==> config.mk <==
export PLATFORM = sky130hd
export DESIGN_NAME = pkm_port_mux
export DESIGN_NICKNAME = d
export VERILOG_FILES = /design/src/common/pkm_pkg.sv /design/src/common/pkm_ovr_if.sv /design/src/verilog/pkm_port_mux.sv /design/src/verilog/pkm_pin_ovr.sv
export SDC_FILE = /design/constraint.sdc
export NUM_CORES = 1
export LEC_CHECK = 0
export ABC_AREA = 1
export BUFFER_PORTS_ARGS = -buffer_cell sky130_fd_sc_hd__buf_2
export CAP_MARGIN = 20
export CELL_PAD_IN_SITES_DETAIL_PLACEMENT = 1
export CELL_PAD_IN_SITES_GLOBAL_PLACEMENT = 1
export CORE_MARGIN = 4
export CORE_UTILIZATION = 27
export CTS_CLUSTER_SIZE = 12
export DETAILED_ROUTE_END_ITERATION = 6
export GPL_ROUTABILITY_DRIVEN = 0
export PLACE_DENSITY = 0.77
export RECOVER_POWER = 25
export SETUP_SLACK_MARGIN = 0.2
export SYNTH_ARGS = -nofsm -noshare
export SYNTH_HDL_FRONTEND = slang
export SYNTH_SLANG_ARGS = --single-unit
==> constraint.sdc <==
create_clock -name i_mclk -period 1.1 [get_ports i_mclk]
set_input_delay 0.22 -clock i_mclk [delete_from_list [all_inputs] [get_ports i_mclk]]
set_output_delay 0.22 -clock i_mclk [all_outputs]
set_load 0.02 [all_outputs]
==> src/common/pkm_pkg.sv <==
package pkm_pkg;
   // Register byte offsets
   localparam logic [4:0] PKM_OFS_PC_MASK = 5'h00;
   localparam logic [4:0] PKM_OFS_PC_CTRL = 5'h04;
   localparam logic [4:0] PKM_OFS_K_SENSE = 5'h08;
   localparam logic [4:0] PKM_OFS_L_SENSE = 5'h0c;
   localparam logic [4:0] PKM_OFS_IRQ_STATUS = 5'h10;
   localparam logic [4:0] PKM_OFS_IRQ_CLEAR = 5'h14;
   localparam logic [4:0] PKM_OFS_IRQ_ENABLE = 5'h18;

   // Field positions
   localparam int PKM_GROUP_TWO_EN_BIT = 0;
   localparam int PKM_IRQ_T5_CAPTURE_BIT = 8;
   localparam int PKM_IRQ_T4_CAPTURE_BIT = 9;
   localparam int PKM_IRQ_W = 10;

   // Port L pin positions
   localparam int PKM_L_T4_CAPTURE = 0;
   localparam int PKM_L_T5_CAPTURE = 1;
   localparam int PKM_L_T5_CLOCK = 2;
   localparam int PKM_L_CMP_A = 3;

   // Converter channel fed by port K bit 0
   localparam logic [3:0] PKM_CONV_CH_BASE = 4'h8;

   // Values after reset
   localparam logic [7:0] PKM_RST_PC_MASK = 8'h00;
   localparam logic [PKM_IRQ_W-1:0] PKM_RST_IRQ = 10'h000;
   localparam logic [7:0] PKM_RST_SYNC = 8'h00;
   localparam logic [31:0] PKM_RST_RDATA = 32'h0000_0000;
endpackage : pkm_pkg

==> src/common/pkm_ovr_if.sv <==
interface pkm_ovr_if #(
   parameter int W = 8
);
   logic [W-1:0] pullup_override_enable;
   logic [W-1:0] pullup_override_value;
   logic [W-1:0] direction_override_enable;
   logic [W-1:0] direction_override_value;
   logic [W-1:0] out_value_override_enable;
   logic [W-1:0] out_value_override_value;
   logic [W-1:0] input_enable_override_enable;
   logic [W-1:0] input_enable_override_value;
   logic [W-1:0] pad_out;
   logic [W-1:0] pad_oe;
   logic [W-1:0] pad_pullup;
   logic [W-1:0] pad_in_en;

   modport drv (
      output pullup_override_enable,
      output pullup_override_value,
      output direction_override_enable,
      output direction_override_value,
      output out_value_override_enable,
      output out_value_override_value,
      output input_enable_override_enable,
      output input_enable_override_value,
      output pad_out,
      output pad_oe,
      output pad_pullup,
      output pad_in_en
   );
   modport use_side (
      input pullup_override_enable,
      input pullup_override_value,
      input direction_override_enable,
      input direction_override_value,
      input out_value_override_enable,
      input out_value_override_value,
      input input_enable_override_enable,
      input input_enable_override_value,
      input pad_out,
      input pad_oe,
      input pad_pullup,
      input pad_in_en
   );
endinterface : pkm_ovr_if

==> src/verilog/pkm_port_mux.sv <==
module pkm_port_mux
   import pkm_pkg::*;
#(
   parameter int W = 8
) (
   input wire logic i_mclk,
   input wire logic i_sys_rst,
   input wire logic [4:0] i_avs_address,
   input wire logic i_avs_read,
   input wire logic i_avs_write,
   input wire logic [31:0] i_avs_writedata,
   input wire logic [3:0] i_avs_byteenable,
   output logic [31:0] o_avs_readdata,
   output logic o_avs_waitrequest,
   output logic o_irq,
   input wire logic [W-1:0] i_port_k_pin,
   input wire logic [W-1:0] i_port_k_out,
   input wire logic [W-1:0] i_port_k_dir,
   input wire logic [W-1:0] i_port_k_pullup,
   input wire logic [W-1:0] i_port_k_in_disable,
   input wire logic [W-1:0] i_port_l_pin,
   input wire logic [W-1:0] i_port_l_out,
   input wire logic [W-1:0] i_port_l_dir,
   input wire logic [W-1:0] i_port_l_pullup,
   input wire logic [W-1:0] i_port_l_in_disable,
   input wire logic [2:0] i_timer5_compare_en,
   input wire logic [2:0] i_timer5_compare_out,
   input wire logic [3:0] i_converter_channel_sel,
   output logic [W-1:0] o_k_pullup_override_enable,
   output logic [W-1:0] o_k_pullup_override_value,
   output logic [W-1:0] o_k_direction_override_enable,
   output logic [W-1:0] o_k_direction_override_value,
   output logic [W-1:0] o_k_out_value_override_enable,
   output logic [W-1:0] o_k_out_value_override_value,
   output logic [W-1:0] o_k_input_enable_override_enable,
   output logic [W-1:0] o_k_input_enable_override_value,
   output logic [W-1:0] o_k_pad_out,
   output logic [W-1:0] o_k_pad_oe,
   output logic [W-1:0] o_k_pad_pullup,
   output logic [W-1:0] o_k_pad_in_en,
   output logic [W-1:0] o_l_pullup_override_enable,
   output logic [W-1:0] o_l_pullup_override_value,
   output logic [W-1:0] o_l_direction_override_enable,
   output logic [W-1:0] o_l_direction_override_value,
   output logic [W-1:0] o_l_out_value_override_enable,
   output logic [W-1:0] o_l_out_value_override_value,
   output logic [W-1:0] o_l_input_enable_override_enable,
   output logic [W-1:0] o_l_input_enable_override_value,
   output logic [W-1:0] o_l_pad_out,
   output logic [W-1:0] o_l_pad_oe,
   output logic [W-1:0] o_l_pad_pullup,
   output logic [W-1:0] o_l_pad_in_en,
   output logic [W-1:0] o_pin_change_source_high_group,
   output logic [W-1:0] o_converter_channel_15_to_8,
   output logic o_timer5_clock_pin,
   output logic o_timer5_capture_trigger,
   output logic o_timer4_capture_trigger
);
   logic [W-1:0] pc_mask_q;
   logic pin_change_group_two_enable_q;
   logic [PKM_IRQ_W-1:0] irq_status_q;
   logic [PKM_IRQ_W-1:0] irq_enable_q;
   logic wait_q;
   logic [31:0] rdata_q;
   logic [W-1:0] k_s1_q;
   logic [W-1:0] k_s2_q;
   logic [W-1:0] k_prev_q;
   logic [W-1:0] l_s1_q;
   logic [W-1:0] l_s2_q;
   logic [W-1:0] l_prev_q;
   logic wr_hit;
   logic [W-1:0] k_in_en_ovr;
   logic [W-1:0] l_out_ovr_en;
   logic [W-1:0] l_out_ovr_val;
   logic [PKM_IRQ_W-1:0] irq_event;
   logic [PKM_IRQ_W-1:0] irq_clear;
   logic [15:0] wr_mask;
   logic [31:0] rd_mux;

   pkm_ovr_if #(.W(W)) k_ovr ();
   pkm_ovr_if #(.W(W)) l_ovr ();

   // Bus handshake: one wait cycle, then the access completes
   always_ff @(posedge i_mclk) begin
      if (i_sys_rst) begin
         wait_q <= 1'b1;
      end else if ((i_avs_read || i_avs_write) && wait_q) begin
         wait_q <= 1'b0;
      end else begin
         wait_q <= 1'b1;
      end
   end

   assign wr_hit = i_avs_write && !wait_q;
   assign wr_mask = {{8{i_avs_byteenable[1]}}, {8{i_avs_byteenable[0]}}};

   always_comb begin
      rd_mux = 32'h0000_0000;
      unique case (i_avs_address)
         PKM_OFS_PC_MASK: rd_mux[W-1:0] = pc_mask_q;
         PKM_OFS_PC_CTRL: rd_mux[PKM_GROUP_TWO_EN_BIT] = pin_change_group_two_enable_q;
         PKM_OFS_K_SENSE: rd_mux[W-1:0] = k_s2_q;
         PKM_OFS_L_SENSE: rd_mux[W-1:0] = l_s2_q;
         PKM_OFS_IRQ_STATUS: rd_mux[PKM_IRQ_W-1:0] = irq_status_q;
         PKM_OFS_IRQ_ENABLE: rd_mux[PKM_IRQ_W-1:0] = irq_enable_q;
         // Clear register and unmapped addresses read as zero
         default: rd_mux = 32'h0000_0000;
      endcase
   end

   // Read data captured in the wait cycle, stands when waitrequest drops
   always_ff @(posedge i_mclk) begin
      if (i_sys_rst) begin
         rdata_q <= PKM_RST_RDATA;
      end else if (i_avs_read && wait_q) begin
         rdata_q <= rd_mux;
      end
   end

   // Control registers
   always_ff @(posedge i_mclk) begin
      if (i_sys_rst) begin
         pc_mask_q <= PKM_RST_PC_MASK;
         pin_change_group_two_enable_q <= 1'b0;
         irq_enable_q <= PKM_RST_IRQ;
      end else if (wr_hit) begin
         if (i_avs_address == PKM_OFS_PC_MASK && i_avs_byteenable[0]) begin
            pc_mask_q <= i_avs_writedata[W-1:0];
         end
         if (i_avs_address == PKM_OFS_PC_CTRL && i_avs_byteenable[0]) begin
            pin_change_group_two_enable_q <= i_avs_writedata[PKM_GROUP_TWO_EN_BIT];
         end
         if (i_avs_address == PKM_OFS_IRQ_ENABLE) begin
            irq_enable_q <= (irq_enable_q & ~wr_mask[PKM_IRQ_W-1:0])
               | (i_avs_writedata[PKM_IRQ_W-1:0] & wr_mask[PKM_IRQ_W-1:0]);
         end
      end
   end

   // Two-stage synchronisers; first stage feeds only the second
   always_ff @(posedge i_mclk) begin
      if (i_sys_rst) begin
         k_s1_q <= PKM_RST_SYNC;
         k_s2_q <= PKM_RST_SYNC;
         l_s1_q <= PKM_RST_SYNC;
         l_s2_q <= PKM_RST_SYNC;
      end else begin
         k_s1_q <= i_port_k_pin;
         k_s2_q <= k_s1_q;
         l_s1_q <= i_port_l_pin;
         l_s2_q <= l_s1_q;
      end
   end

   // Previous synchronised value for change detection
   always_ff @(posedge i_mclk) begin
      if (i_sys_rst) begin
         k_prev_q <= PKM_RST_SYNC;
         l_prev_q <= PKM_RST_SYNC;
      end else begin
         k_prev_q <= k_s2_q;
         l_prev_q <= l_s2_q;
      end
   end

   // Input buffer forced on only for armed pin-change pins
   assign k_in_en_ovr = pc_mask_q & {W{pin_change_group_two_enable_q}};

   // Port L value overrides: compare A/B/C on bits 3/4/5, PWM included
   always_comb begin
      l_out_ovr_en = '0;
      l_out_ovr_val = '0;
      for (int c = 0; c < 3; c++) begin
         l_out_ovr_en[PKM_L_CMP_A + c] = i_timer5_compare_en[c];
         l_out_ovr_val[PKM_L_CMP_A + c] = i_timer5_compare_out[c];
      end
   end

   // Events: armed pin changes and rising capture edges
   always_comb begin
      irq_event = '0;
      irq_event[W-1:0] = (k_s2_q ^ k_prev_q) & k_in_en_ovr;
      irq_event[PKM_IRQ_T5_CAPTURE_BIT] =
         l_s2_q[PKM_L_T5_CAPTURE] & ~l_prev_q[PKM_L_T5_CAPTURE];
      irq_event[PKM_IRQ_T4_CAPTURE_BIT] =
         l_s2_q[PKM_L_T4_CAPTURE] & ~l_prev_q[PKM_L_T4_CAPTURE];
   end

   assign irq_clear = (wr_hit && i_avs_address == PKM_OFS_IRQ_CLEAR)
      ? (i_avs_writedata[PKM_IRQ_W-1:0] & wr_mask[PKM_IRQ_W-1:0]) : '0;

   // Sticky status; a new event wins over a clear in the same cycle
   always_ff @(posedge i_mclk) begin
      if (i_sys_rst) begin
         irq_status_q <= PKM_RST_IRQ;
      end else begin
         irq_status_q <= (irq_status_q & ~irq_clear) | irq_event;
      end
   end

   always_ff @(posedge i_mclk) begin
      if (i_sys_rst) begin
         o_irq <= 1'b0;
      end else begin
         o_irq <= |(irq_status_q & irq_enable_q);
      end
   end

   // Peripheral taps, all from synchronised pins
   always_ff @(posedge i_mclk) begin
      if (i_sys_rst) begin
         o_pin_change_source_high_group <= '0;
         o_timer5_clock_pin <= 1'b0;
         o_timer5_capture_trigger <= 1'b0;
         o_timer4_capture_trigger <= 1'b0;
      end else begin
         o_pin_change_source_high_group <= k_s2_q;
         o_timer5_clock_pin <= l_s2_q[PKM_L_T5_CLOCK];
         o_timer5_capture_trigger <= l_s2_q[PKM_L_T5_CAPTURE];
         o_timer4_capture_trigger <= l_s2_q[PKM_L_T4_CAPTURE];
      end
   end

   // Analog switch closes for the selected channel only
   for (genvar b = 0; b < W; b++) begin : g_analog
      always_ff @(posedge i_mclk) begin
         if (i_sys_rst) begin
            o_converter_channel_15_to_8[b] <= 1'b0;
         end else begin
            o_converter_channel_15_to_8[b] <=
               (i_converter_channel_sel == PKM_CONV_CH_BASE + 4'(b));
         end
      end
   end

   // Port K: only the input enable is ever overridden
   pkm_pin_ovr #(.W(W)) u_k_ovr (
      .i_mclk(i_mclk),
      .i_sys_rst(i_sys_rst),
      .i_out_ovr_en('0),
      .i_out_ovr_val('0),
      .i_in_en_ovr_en(k_in_en_ovr),
      .i_port_out(i_port_k_out),
      .i_port_dir(i_port_k_dir),
      .i_port_pullup(i_port_k_pullup),
      .i_port_in_disable(i_port_k_in_disable),
      .o_ovr(k_ovr.drv)
   );

   // Port L: bits 7, 6, 2, 1, 0 carry no override at all
   pkm_pin_ovr #(.W(W)) u_l_ovr (
      .i_mclk(i_mclk),
      .i_sys_rst(i_sys_rst),
      .i_out_ovr_en(l_out_ovr_en),
      .i_out_ovr_val(l_out_ovr_val),
      .i_in_en_ovr_en('0),
      .i_port_out(i_port_l_out),
      .i_port_dir(i_port_l_dir),
      .i_port_pullup(i_port_l_pullup),
      .i_port_in_disable(i_port_l_in_disable),
      .o_ovr(l_ovr.drv)
   );

   assign o_avs_readdata = rdata_q;
   assign o_avs_waitrequest = wait_q;

   // Flop outputs of the override stage
   assign o_k_pullup_override_enable = k_ovr.pullup_override_enable;
   assign o_k_pullup_override_value = k_ovr.pullup_override_value;
   assign o_k_direction_override_enable = k_ovr.direction_override_enable;
   assign o_k_direction_override_value = k_ovr.direction_override_value;
   assign o_k_out_value_override_enable = k_ovr.out_value_override_enable;
   assign o_k_out_value_override_value = k_ovr.out_value_override_value;
   assign o_k_input_enable_override_enable = k_ovr.input_enable_override_enable;
   assign o_k_input_enable_override_value = k_ovr.input_enable_override_value;
   assign o_k_pad_out = k_ovr.pad_out;
   assign o_k_pad_oe = k_ovr.pad_oe;
   assign o_k_pad_pullup = k_ovr.pad_pullup;
   assign o_k_pad_in_en = k_ovr.pad_in_en;
   assign o_l_pullup_override_enable = l_ovr.pullup_override_enable;
   assign o_l_pullup_override_value = l_ovr.pullup_override_value;
   assign o_l_direction_override_enable = l_ovr.direction_override_enable;
   assign o_l_direction_override_value = l_ovr.direction_override_value;
   assign o_l_out_value_override_enable = l_ovr.out_value_override_enable;
   assign o_l_out_value_override_value = l_ovr.out_value_override_value;
   assign o_l_input_enable_override_enable = l_ovr.input_enable_override_enable;
   assign o_l_input_enable_override_value = l_ovr.input_enable_override_value;
   assign o_l_pad_out = l_ovr.pad_out;
   assign o_l_pad_oe = l_ovr.pad_oe;
   assign o_l_pad_pullup = l_ovr.pad_pullup;
   assign o_l_pad_in_en = l_ovr.pad_in_en;
endmodule : pkm_port_mux

==> src/verilog/pkm_pin_ovr.sv <==
module pkm_pin_ovr
   import pkm_pkg::*;
#(
   parameter int W = 8
) (
   input wire logic i_mclk,
   input wire logic i_sys_rst,
   input wire logic [W-1:0] i_out_ovr_en,
   input wire logic [W-1:0] i_out_ovr_val,
   input wire logic [W-1:0] i_in_en_ovr_en,
   input wire logic [W-1:0] i_port_out,
   input wire logic [W-1:0] i_port_dir,
   input wire logic [W-1:0] i_port_pullup,
   input wire logic [W-1:0] i_port_in_disable,
   pkm_ovr_if.drv o_ovr
);
   // Neither port ever takes over pull-up or direction
   always_ff @(posedge i_mclk) begin
      o_ovr.pullup_override_enable <= '0;
      o_ovr.pullup_override_value <= '0;
      o_ovr.direction_override_enable <= '0;
      o_ovr.direction_override_value <= '0;
   end

   always_ff @(posedge i_mclk) begin
      if (i_sys_rst) begin
         o_ovr.out_value_override_enable <= '0;
         o_ovr.out_value_override_value <= '0;
         o_ovr.input_enable_override_enable <= '0;
         o_ovr.input_enable_override_value <= '0;
      end else begin
         o_ovr.out_value_override_enable <= i_out_ovr_en;
         o_ovr.out_value_override_value <= i_out_ovr_val & i_out_ovr_en;
         o_ovr.input_enable_override_enable <= i_in_en_ovr_en;
         o_ovr.input_enable_override_value <= i_in_en_ovr_en;
      end
   end

   // Resolved pad controls; same cycle as the override bundle
   for (genvar b = 0; b < W; b++) begin : g_bit
      always_ff @(posedge i_mclk) begin
         if (i_sys_rst) begin
            o_ovr.pad_out[b] <= 1'b0;
            o_ovr.pad_oe[b] <= 1'b0;
            o_ovr.pad_pullup[b] <= 1'b0;
            o_ovr.pad_in_en[b] <= 1'b0;
         end else begin
            o_ovr.pad_out[b] <= i_out_ovr_en[b] ? i_out_ovr_val[b] : i_port_out[b];
            o_ovr.pad_oe[b] <= i_port_dir[b];
            // Pull-up only acts on an input pin
            o_ovr.pad_pullup[b] <= i_port_pullup[b] & ~i_port_dir[b];
            o_ovr.pad_in_en[b] <= i_in_en_ovr_en[b] | ~i_port_in_disable[b];
         end
      end
   end
endmodule : pkm_pin_ovr

* Yosys cells after proc, flatten, opt, wreduce, memory -nomap -nowiden
Cells that the tools add are included.
** Storage, ports and cells
- Bits in registers :: 182
- Input port bits :: 135
- Output and inout bits :: 245
- Logic and storage cells :: 199
** Cells by class
- Equality and inequality tests :: 14
- Mux-type cells :: 8
- Bitwise operators :: 72
- Reduce and logical (&&, ||, !) cells :: 13
** Operators by type and width (count)
- bitwise AND 10 bit :: 4
- one-hot mux 7 bit (5 select lines) :: 1
- NOT 1 bit :: 34
- equality test 4 bit, second input constant :: 8
- NOT 10 bit :: 2
- OR 10 bit :: 2
- bitwise AND 1 bit :: 18
- bitwise AND 8 bit :: 2
- equality test 5 bit, second input constant :: 3
- equality test 5 x 4 -> 1 bit, second input constant :: 2
- 2-to-1 mux 10 bit :: 1
- OR reduction 10 bit :: 1
- OR 1 bit :: 8
- bitwise XOR 8 bit :: 1
- bitwise AND 6 bit :: 1
- logical AND 1 bit :: 6
- one-hot mux 1 bit (6 select lines) :: 1
- AND reduction 2 bit :: 3
- equality test 5 x 3 -> 1 bit, second input constant :: 1
- logical NOT 5 bit :: 1
- 2-to-1 mux 1 bit :: 4
- one-hot mux 2 bit (2 select lines) :: 1
- logical NOT 1 bit :: 1
- logical OR 1 bit :: 1

* Depth between registers and ports, before layout
Gate-level depths: netlist of the first run.
- Depth after elaboration :: 7
- Mapped depth :: 8
- Depth with buffers taken out :: 8

* By module
From an unflattened synthesis of the first run, not the netlist that was laid out.
** Unflattened totals
- Cells, all modules :: 943
- Area total of the unflattened synthesis :: 7641.1 µm²
** Modules (own cells, without submodules)
- pkm_pin_ovr :: instances 2, cells an instance 215, area an instance 1913.1 µm², sequential area each 1121.1 µm²
- pkm_port_mux :: instances 1, cells an instance 513, area an instance 3814.9 µm², sequential area each 1841.8 µm²

* Least setup slack after synthesis of the first run
No wires, ideal clock.
- Path type :: register -> register
- Start point :: reg wait_q, in the netlist o_avs_waitrequest
- End point :: reg pc_mask_q[0]
- Library setup time :: 119 ps
- Data arrival time :: 1177 ps
- Required time :: 981 ps
- Path slack :: -196 ps
- Stages on the path, launching flop included :: 7
- Buffers on the path :: 0
- Clock period less this slack :: 1296 ps
- Cells stage by stage :: dfxtp_1 -> nor2_1 -> nand2_1 -> nor2_2 -> inv_2 -> o21ai_0 -> a21oi_1
** Between the ends
- Cells in the longest elaborated chain, start to end :: 3
** RTL lines
- start: declaration :: RTL line pkm_port_mux.sv:63 : logic wait_q;
- start signal: assignment :: RTL line pkm_port_mux.sv:86 : wait_q <= 1'b1;
- start signal: assignment :: RTL line pkm_port_mux.sv:88 : wait_q <= 1'b0;
- start signal: assignment :: RTL line pkm_port_mux.sv:90 : wait_q <= 1'b1;
- logical NOT 1 bit :: RTL line pkm_port_mux.sv:94 : assign wr_hit = i_avs_write && !wait_q;
- logical AND 1 bit :: RTL line pkm_port_mux.sv:94
- AND reduction 2 bit (no source line)
- end signal: assignment :: RTL line pkm_port_mux.sv:128 : pc_mask_q <= i_avs_writedata[W-1:0];
- end: declaration :: RTL line pkm_port_mux.sv:59 : logic [W-1:0] pc_mask_q;
Every way passes these cells.
A chain may end at the register's enable or synchronous reset.

* Final worst setup path of the first run
- Start point :: reg wait_q, in the netlist o_avs_waitrequest
- End point :: out o_avs_waitrequest
** RTL lines
- end: declaration :: RTL line pkm_port_mux.sv:14 : output logic o_avs_waitrequest,
No word-level cell between the ends.

==> metrics.md, run 1 <==
| Metric | Value |
|---|---|
| Root buf cell | clkbuf_16 |
| GRT overflow | 0 |
| FFs w/ async S/R, synth | 0% |
| Die Y | 165 um |
| WL final | about 24 mm |
| Delay of the slowest cell on the worst path | ~0.41 ns |
| CTS clk-pin slew, worst paths | approximately 0.07 ns |
| Clock Sinks | between 150 and 200 |
| Die area | about 0.027 mm2 |
| Lkg Pwr | 0.00516 uW |
| Post-Syn Area | 0.00667 mm2 |
| Clock share of power | between 40% and 50% |
| DRT iter0 DRCs | ~250 |
| Status | finished, violations left |
| Vias in the first global route | around 6700 |
| Largest net degree at the start of global routing | 54 |
| # setup viols final | 59 |
| Max-Cap Viols | 0 |
| Area delta synth->final | 62.2% |
| Clk_skew | between 0.01 and 0.015 ns |
| Avg Inst Size Synth | ~8.1 um2 |
| Post-Place Cells | about 1400 |
| Antenna violations before repair | 1 |
| Clk Latency, worst-skew pair | approximately 0.43 ns |
| First-pass GRT wire length | approximately 36 mm |
| Cell variety after synth | 26 |
| GR Util All Layers | 16.8% |
| Combinational share of power | ~14% |
| Sequential Power Share | a little over two fifths |
| Crit. End Element | output port |
| Synth Flop Type | dfxtp_1 |
| Area after DPL | between 0.007 and 0.008 mm2 |
| Final Hold Vio Count | 0 |
| Core Box Area | around 0.024 mm2 |
| Fin crit period | around 1.2 ns |
| CP arrival | 0.97 ns |
| Sw Share | 29.3% |
| Layout cells sized above 1 | a little under half |
| EDFF count, synth | 0 |
| Register area share after synthesis | ~51% |
| Worst path top cell family by delay | flip-flops |
| # DRC | 0 |
| Fin area | ~0.011 mm2 |
| RSZ-0062 raised after global routing | true |
| Internal | between 10000 and 15000 uW |
| CTS H-tree lvls | 4 |
| CTS max path bufs | 2 |
| Dpl hpwl | between 15 and 20 mm |
| Num CTS Buffers | 17 |
| CP required | roughly 0.9 ns |
| Pwr dens | 1370 mW/mm2 |
| Final WS setup | -0.0908 ns |
| Initial Util | between 20% and 30% |
| Antenna-violating nets left | 0 |
| Vias per cell | around 4.2 |
| Final core utilization | about 45% |
| NumNets Final | 1295 |
| Startpoint Class | flip-flop |
| Syn Inst Count | between 800 and 900 |
| Yosys warns | 0 |
| Maximum vdd drop | approximately 0.78 mV |
| Detailed-route via count | about 6300 |
| Final period util | 108% |
| Die X | 165 um |
| Floorplan row count | 57 |
| Failing checks | negative setup slack |
| DR pass1 iterations | 4 |
| WP buf/inv | 1 |
| Psw | around 4300 uW |
| Worst slew pin tran | about 0.62 ns |
| Slew Limit Headroom | roughly three fifths |
| Final Max Slew Viols | 0 |
| Achievable Freq | 840 MHz |
| Critical-path top delay cell | dfxtp_4 |
| Hold Crit Class | in -> reg |
| Final Instance Count excl. Fillers | 1498 |
| # IOs | 380 |
| IO Port Bufs | about 230 |
| Worst path cell trace | buf_6 |
| #FFs+latches synth | 170 |
| Crit path max fanout | 4 |
| Kind of critical path | reg -> out |
| Average routed wire per standard cell | 16.2 um |
| CTS tree | yes |
## worst paths after layout
path | from | endpoint | slack [ns] | cells after the start
hold reg to reg | l_s1_q[4] | l_s2_q[4] | 0.40 | 2
hold / removal | i_port_k_pin[6] | k_s1_q[6] | 0.02 | 3
setup / recovery | o_avs_waitrequest | o_avs_waitrequest | -0.09 | 1
setup reg to reg | o_avs_waitrequest | pc_mask_q[0] | -0.08 | 6
## area by class of cell
| cell class | instances | area [um2] |
|---|---|---|
| multi-input combinational | 516 | 2710 |
| inverter | 102 | 395 |
| tap | 324 | 405 |
| sequential | 170 | 3550 |
| antenna | 1 | 2.50 |
| clock buffer | 17 | 425 |
| timing repair buffer | 353 | 3140 |
| clock inverter | 15 | 194 |
| fill | 2825 | 13500 |
## registers in the layout, summed over array words and instances, names as in the netlist, 2 cells and up, named ones only
register,cells
u_k_ovr.o_ovr.pad_in_en,8
u_l_ovr.o_ovr.pad_out,8
o_pin_change_source_high_group,8
u_k_ovr.o_ovr.input_enable_override_enable,8
u_k_ovr.o_ovr.pad_out,8
u_l_ovr.o_ovr.out_value_override_value,3
u_k_ovr.o_ovr.pad_oe,8
l_s2_q,8
u_l_ovr.o_ovr.pad_pullup,8
k_s1_q,8
l_s1_q,8
irq_status_q,10
o_avs_readdata,10
k_s2_q,8
u_l_ovr.o_ovr.pad_oe,8
o_converter_channel_15_to_8,8
l_prev_q,2
u_k_ovr.o_ovr.pad_pullup,8
u_l_ovr.o_ovr.out_value_override_enable,3
u_l_ovr.o_ovr.pad_in_en,8
pc_mask_q,8
## power by group through the flow
stage / Sequential, uW / Clock [uW] / Combinational (uW)
floorplan: 6770 / 0 / 1100
global placement: 6580 / 0 / 1520
detailed placement: 6590 / 0 / 1540
CTS: 6510 / 6420 / 1970
global route: 6530 / 6730 / 2230
finish: 6510 / 6270 / 2070
## Yosys cell counts (2+ instances only)
cell type  count  area (um2)
dfxtp_1      170        3400
nor2_1       167         627
buf_4        138        1040
inv_1         99         372
nand2_1       75         282
o21ai_0       42         210
a21oi_1       36         180
nand4_1       35         219
buf_2         14        70.1
clkbuf_1      13        48.8
nand3_1       11        55.1
inv_2          3        11.3
nor2_4         3        33.8
nor3_1         3        15.0
a211oi_1       2        15.0
o21ai_1        2        10.0
o221ai_1       2        17.5
o22ai_1        2        12.5
## timing repair
| action | in CTS | in global routing |
|---|---|---|
| gates resized for setup | 441 | 70 |
| setup endpoints to repair | 163 | 171 |
| setup buffers | 12 | 7 |
| hold buffers | 65 | 0 |
| pin swaps | 20 | 24 |
| gates cloned | 2 | 0 |
| hold endpoints to repair | 64 | 0 |
## cell families (layout without fill, tap and decap cells)
group	count (synthesis)	count (layout)	synth area share, %
simple gates	298	299	18.9
compound gates	89	89	7.01
other cells	1	129	0.0562
buf+inv	267	487	23.0
flops	170	170	51.0
## routing by layer
layer / routed length, um / GRT usage (%) / vias to the layer above
met5: 9 / 0 / -
met4: 716 / 6.84 / 2
met3: 1760 / 5.61 / 50
met2: 13300 / 31.4 / 269
met1: 8490 / 17.1 / 2965
li1: - / - / 2970
## per-stage QoR
stage | total power, uW | TNS [ns] | worst slack [ns] | hold WS [ns]
floorplan | 7870 | 0 | 0.0315 | 0.292
global placement | 8100 | -7.79 | -0.299 | 0.375
detailed placement | 8130 | -9.56 | -0.323 | 0.380
CTS | 14900 | -2.80 | -0.0988 | 0.00184
global route | 15500 | -8.00 | -0.146 | 0.000866
finish | 14800 | -1.73 | -0.0908 | 0.0199
## placed cells by master, fill, tap and decap left out, types with 3 or more instances in the layout
master	count
dfxtp_1	55
nor2_1	153
inv_4	3
buf_6	132
a21oi_1	19
o21ai_1	9
dfxtp_4	3
inv_6	6
inv_1	95
nand3_1	8
nand4_1	35
buf_12	7
a21oi_2	15
nand2_4	11
nor2_4	10
inv_2	3
clkbuf_16	17
o21ai_4	5
o21ai_2	24
dfxtp_2	112
dlygate4sd3_1	65
nand2_1	63
o21ai_0	6
buf_2	109
nand3_2	3
conb_1	128
buf_4	36
nor2_2	8
clkinv_8	4
(Power assumes the default switching activity.)
==> inputs of run 2 (changes only) <==
--- a/config.mk
+++ b/config.mk
@@ -5,13 +5,13 @@
 export SDC_FILE = /design/constraint.sdc
 export NUM_CORES = 1
 export LEC_CHECK = 0
-export ABC_AREA = 1
+export ABC_AREA = 0
 export BUFFER_PORTS_ARGS = -buffer_cell sky130_fd_sc_hd__buf_2
 export CAP_MARGIN = 20
 export CELL_PAD_IN_SITES_DETAIL_PLACEMENT = 1
 export CELL_PAD_IN_SITES_GLOBAL_PLACEMENT = 1
 export CORE_MARGIN = 4
-export CORE_UTILIZATION = 27
+export CORE_UTILIZATION = 28
 export CTS_CLUSTER_SIZE = 12
 export DETAILED_ROUTE_END_ITERATION = 6
 export GPL_ROUTABILITY_DRIVEN = 0
==> run 2 against run 1 <==
Net effect: the run ends with design-rule violations, negative setup slack left; cell area shrank 5.8%; hold slack got worse by 0.0054 ns; fmax shrank 11%; clock skew down 0.0046 ns; power shrank 2.2%; synthesized cell count fell by 21%; synthesized area decreased by 1.4%; sequential power about the same; first-iteration DRC count increased by 30%; global-route usage shrank 0.83 points; critical path depth rose by 5; combinational power decreased by 9%; largest cell class unchanged.
==> metrics.md, run 2 <==
| Metric | Value |
|---|---|
| Cell variety after synth | 43 (+65%) |
| Antenna-violating nets left | 0 (unchanged) |
| Core Box Area | 0.0229 mm2 (-5.8%) |
| Area delta synth->final | 54.9% |
| Root buf cell | clkbuf_16 |
| FF/Latch Area | 0.00355 mm2 (-0.11%) |
| Crit. End Element | flip-flop |
| Detailed-route via count | 5379 (-14%) |
| Floorplan row count | 55 (-3.5%) |
| Post-Place Cells | 1205 (-13%) |
| DR pass1 iterations | 7 (+3) |
| WL final | 21.8 mm (-10%) |
| Dpl hpwl | 14.9 mm (-2.6%) |
| Worst Setup SP | o_avs_waitrequest |
| Most frequent cells in the layout | buf_6, conb_1, dfxtp_2, buf_2, nor2b_1 |
| IO Port Bufs | 227 (unchanged) |
| Delay of the slowest cell on the worst path | 0.36 ns (-0.05 ns) |
| Post-synth top area share | 51.7% (+0.71 points) |
| Failing checks | design-rule violations, negative setup slack |
| CTS H-tree lvls | 4 (unchanged) |
| Initial Util | 28.7% (+1.3 points) |
| Max-Cap Viols | 0 (unchanged) |
| #FFs+latches synth | 170 (unchanged) |
| Clk_skew | 0.00848 ns (-0.00461 ns) |
| # DRC | 5 (+5) |
| Die area | 0.0260 mm2 (-4.7%) |
| Worst path cell trace | and3b_2, buf_6, nand3_4, buf_8, mux2i_1, nor2_1 |
| Fillers | 2559 (-9.4%) |
| Hold Path Depth | 2 (-1) |
| DRT iter0 DRCs | 324 (+30%) |
| Antenna violations before repair | 1 (unchanged) |
| Largest area contributor in the netlist | dfxtp_1 |
| Final period util | 122% (+14 points) |
| Hold Crit Class | in -> reg |
| Commonest non-fill, non-tap cell in the layout | buf_6 |
| CP arrival | 1.65 ns (+0.68 ns) |
| RSZ-0062 raised after global routing | true |
| Commonest cells in the netlist | dfxtp_1, buf_4, nor2b_1, nor2_1, a21oi_1 |
| Hold Startpoint | i_port_k_pin[7] |
| Yosys warns | 0 (unchanged) |
| Status | finished, violations left |
| Lkg Pwr | 0.00465 uW (-9.9%) |
| Top-count cell post-synth | dfxtp_1 |
| Largest net degree at the start of global routing | 57 (+5.6%) |
| Startpoint Class | flip-flop |
| Synth Flop Type | dfxtp_1 |
| R2R depth | 6 (unchanged) |
| Final WS setup | -0.241 ns (-0.150 ns) |
| GRT overflow | 0 (unchanged) |
| Critical-path top delay cell | dfxtp_4 |
| Num CTS Buffers | 17 (unchanged) |
| Achievable Freq | 746 MHz (-11%) |
| Slew Limit Headroom | 48.3% (-11 points) |
| Syn Inst Count | 652 (-21%) |
| Pwr dens | 1420 mW/mm2 (+3.8%) |
| # setup viols final | 58 (-1.7%) |
| NumNets Final | 1117 (-14%) |
| Clock Sinks | 170 (unchanged) |
| Fin crit period | 1.34 ns (+0.150 ns) |
| Die Y | 161 um (-2.4%) |
| CP required | 1.41 ns (+0.53 ns) |
| Crit path max fanout | 6 (+2) |
| Vias in the first global route | 5939 (-11%) |
| Top area cells in the synthesized netlist | dfxtp_1, buf_4, nor2b_1, mux2i_1, a21oi_1 |
| Clk Latency, worst-skew pair | 0.42 ns (about the same) |
| Final Max Slew Viols | 0 (unchanged) |
| Die X | 161 um (-2.4%) |
| Layout cells sized above 1 | 48.4% (+3.1 points) |
| FFs w/ async S/R, synth | 0% (unchanged) |
| Avg Inst Size Synth | 10.1 um2 (+25%) |
| Worst slew pin tran | 0.776 ns (+0.160 ns) |
| GR Util All Layers | 16.0% (-0.83 points) |
| Final Instance Count excl. Fillers | 1307 (-13%) |
| Maximum vdd drop | 0.727 mV (-6.8%) |
| Final Hold Vio Count | 0 (unchanged) |
| CTS tree | yes |
| CTS clk-pin slew, worst paths | 0.07 ns (about the same) |
| CTS max path bufs | 2 (unchanged) |
| # IOs | 380 (unchanged) |
| Kind of critical path | reg -> reg |
| First-pass GRT wire length | 32.6 mm (-8.2%) |
| Final core utilization | 44.5% (about the same) |
| Reg2reg start | o_avs_waitrequest |
| Area of the multi-input gates | 0.00263 mm2 (-3.1%) |
| Average routed wire per standard cell | 16.7 um (+2.7%) |
| Post-Syn Area | 0.00658 mm2 (-1.4%) |
| EDFF count, synth | 0 (unchanged) |
| Antenna cells | 0 (-1) |
| Register area share after synthesis | 51.7% (+0.71 points) |
| Vias per cell | 4.12 (-1.5%) |
==> run 2: changes by cell type after synthesis, moves of 9 or more <==
cell / change
inv_1: -88
nand4_1: -34
nor2_1: -138
buf_2: -9
o21ai_0: -31
nor2b_1: +77
and2_1: +12
nor3b_1: +16
mux2i_1: +16
nand2_1: -50
==> run 2: where the power goes <==
group          switching (uW)  leakage [uW]  internal, uW
sequential                109       0.00144          6390
clock                    2570      0.000297          3560
combinational            1100       0.00292           791
total                    3780       0.00465         10700
==> run 2: path summary, 6_finish.rpt <==
path          endpoint  slack, ns
max          flip-flop      -0.24
min          k_s1_q[7]       0.01
max reg2reg  flip-flop      -0.24
min reg2reg  k_s2_q[3]       0.44
==> run 2: critical path, delay by kind of cell, from the launching register on <==
family | cells | cell delay [ns]
and+or+nand+nor | 3 | 0.38
muxes | 1 | 0.21
buffers and inverters | 2 | 0.27
DFF | 1 | 0.36
==> run 2: logic make-up after synthesis <==
logic type	count (synthesis)	synth area share, %
other	1	0.0570
buffers and inverters	175	17.9
AOI/OAI and AO/OA	80	8.50
DFF	170	51.7
muxes	24	3.80
and+or+nand+nor	194	16.9
xor gates and xnor gates	8	1.06
==> run 2: cell type report <==
class / instances / area share, %
Tap cell: 313 / 3.84
Clock inverter: 12 / 1.35
Sequential cell: 170 / 34.8
Multi-Input combinational cell: 434 / 25.8
Clock buffer: 19 / 4.55
Inverter: 11 / 0.430
Timing Repair Buffer: 348 / 29.2
==> run 2: layer usage <==
metal  vias to the layer above  global-route usage [%]  wire, um
met1                      2568                    16.9      7940
met3                        29                    5.00      1470
li1                       2543                       -         -
met4                         2                    4.19       349
met5                         -                       0         7
met2                       237                    30.5     12000
==> run 2: per-stage QoR <==
| step | total power [uW] | area, um2 | hold slack, ns | setup WS (ns) | TNS [ns] |
|---|---|---|---|---|---|
| 2_1_floorplan | 7890 | 7240 | 0.291 | -0.331 | -7.16 |
| 3_3_place_gp | 8040 | 7910 | 0.376 | -0.338 | -10.14 |
| 3_5_place_dp | 8070 | 7910 | 0.380 | -0.412 | -11.51 |
| 4_1_cts | 14600 | 10100 | 0.00249 | -0.241 | -8.00 |
| 5_1_grt | 15100 | 10200 | 0.00104 | -0.295 | -12.31 |
| 6_report | 14500 | 10200 | 0.0145 | -0.241 | -6.68 |
==> run 2: timing repair <==
| action | 4_1_cts | 5_1_grt |
|---|---|---|
| setup endpoints to repair | 173 | 172 |
| gates resized for setup | 373 | 24 |
| hold buffers | 51 | 0 |
| setup buffers | 15 | 5 |
| pin swaps | 23 | 14 |
| hold endpoints to repair | 51 | 0 |
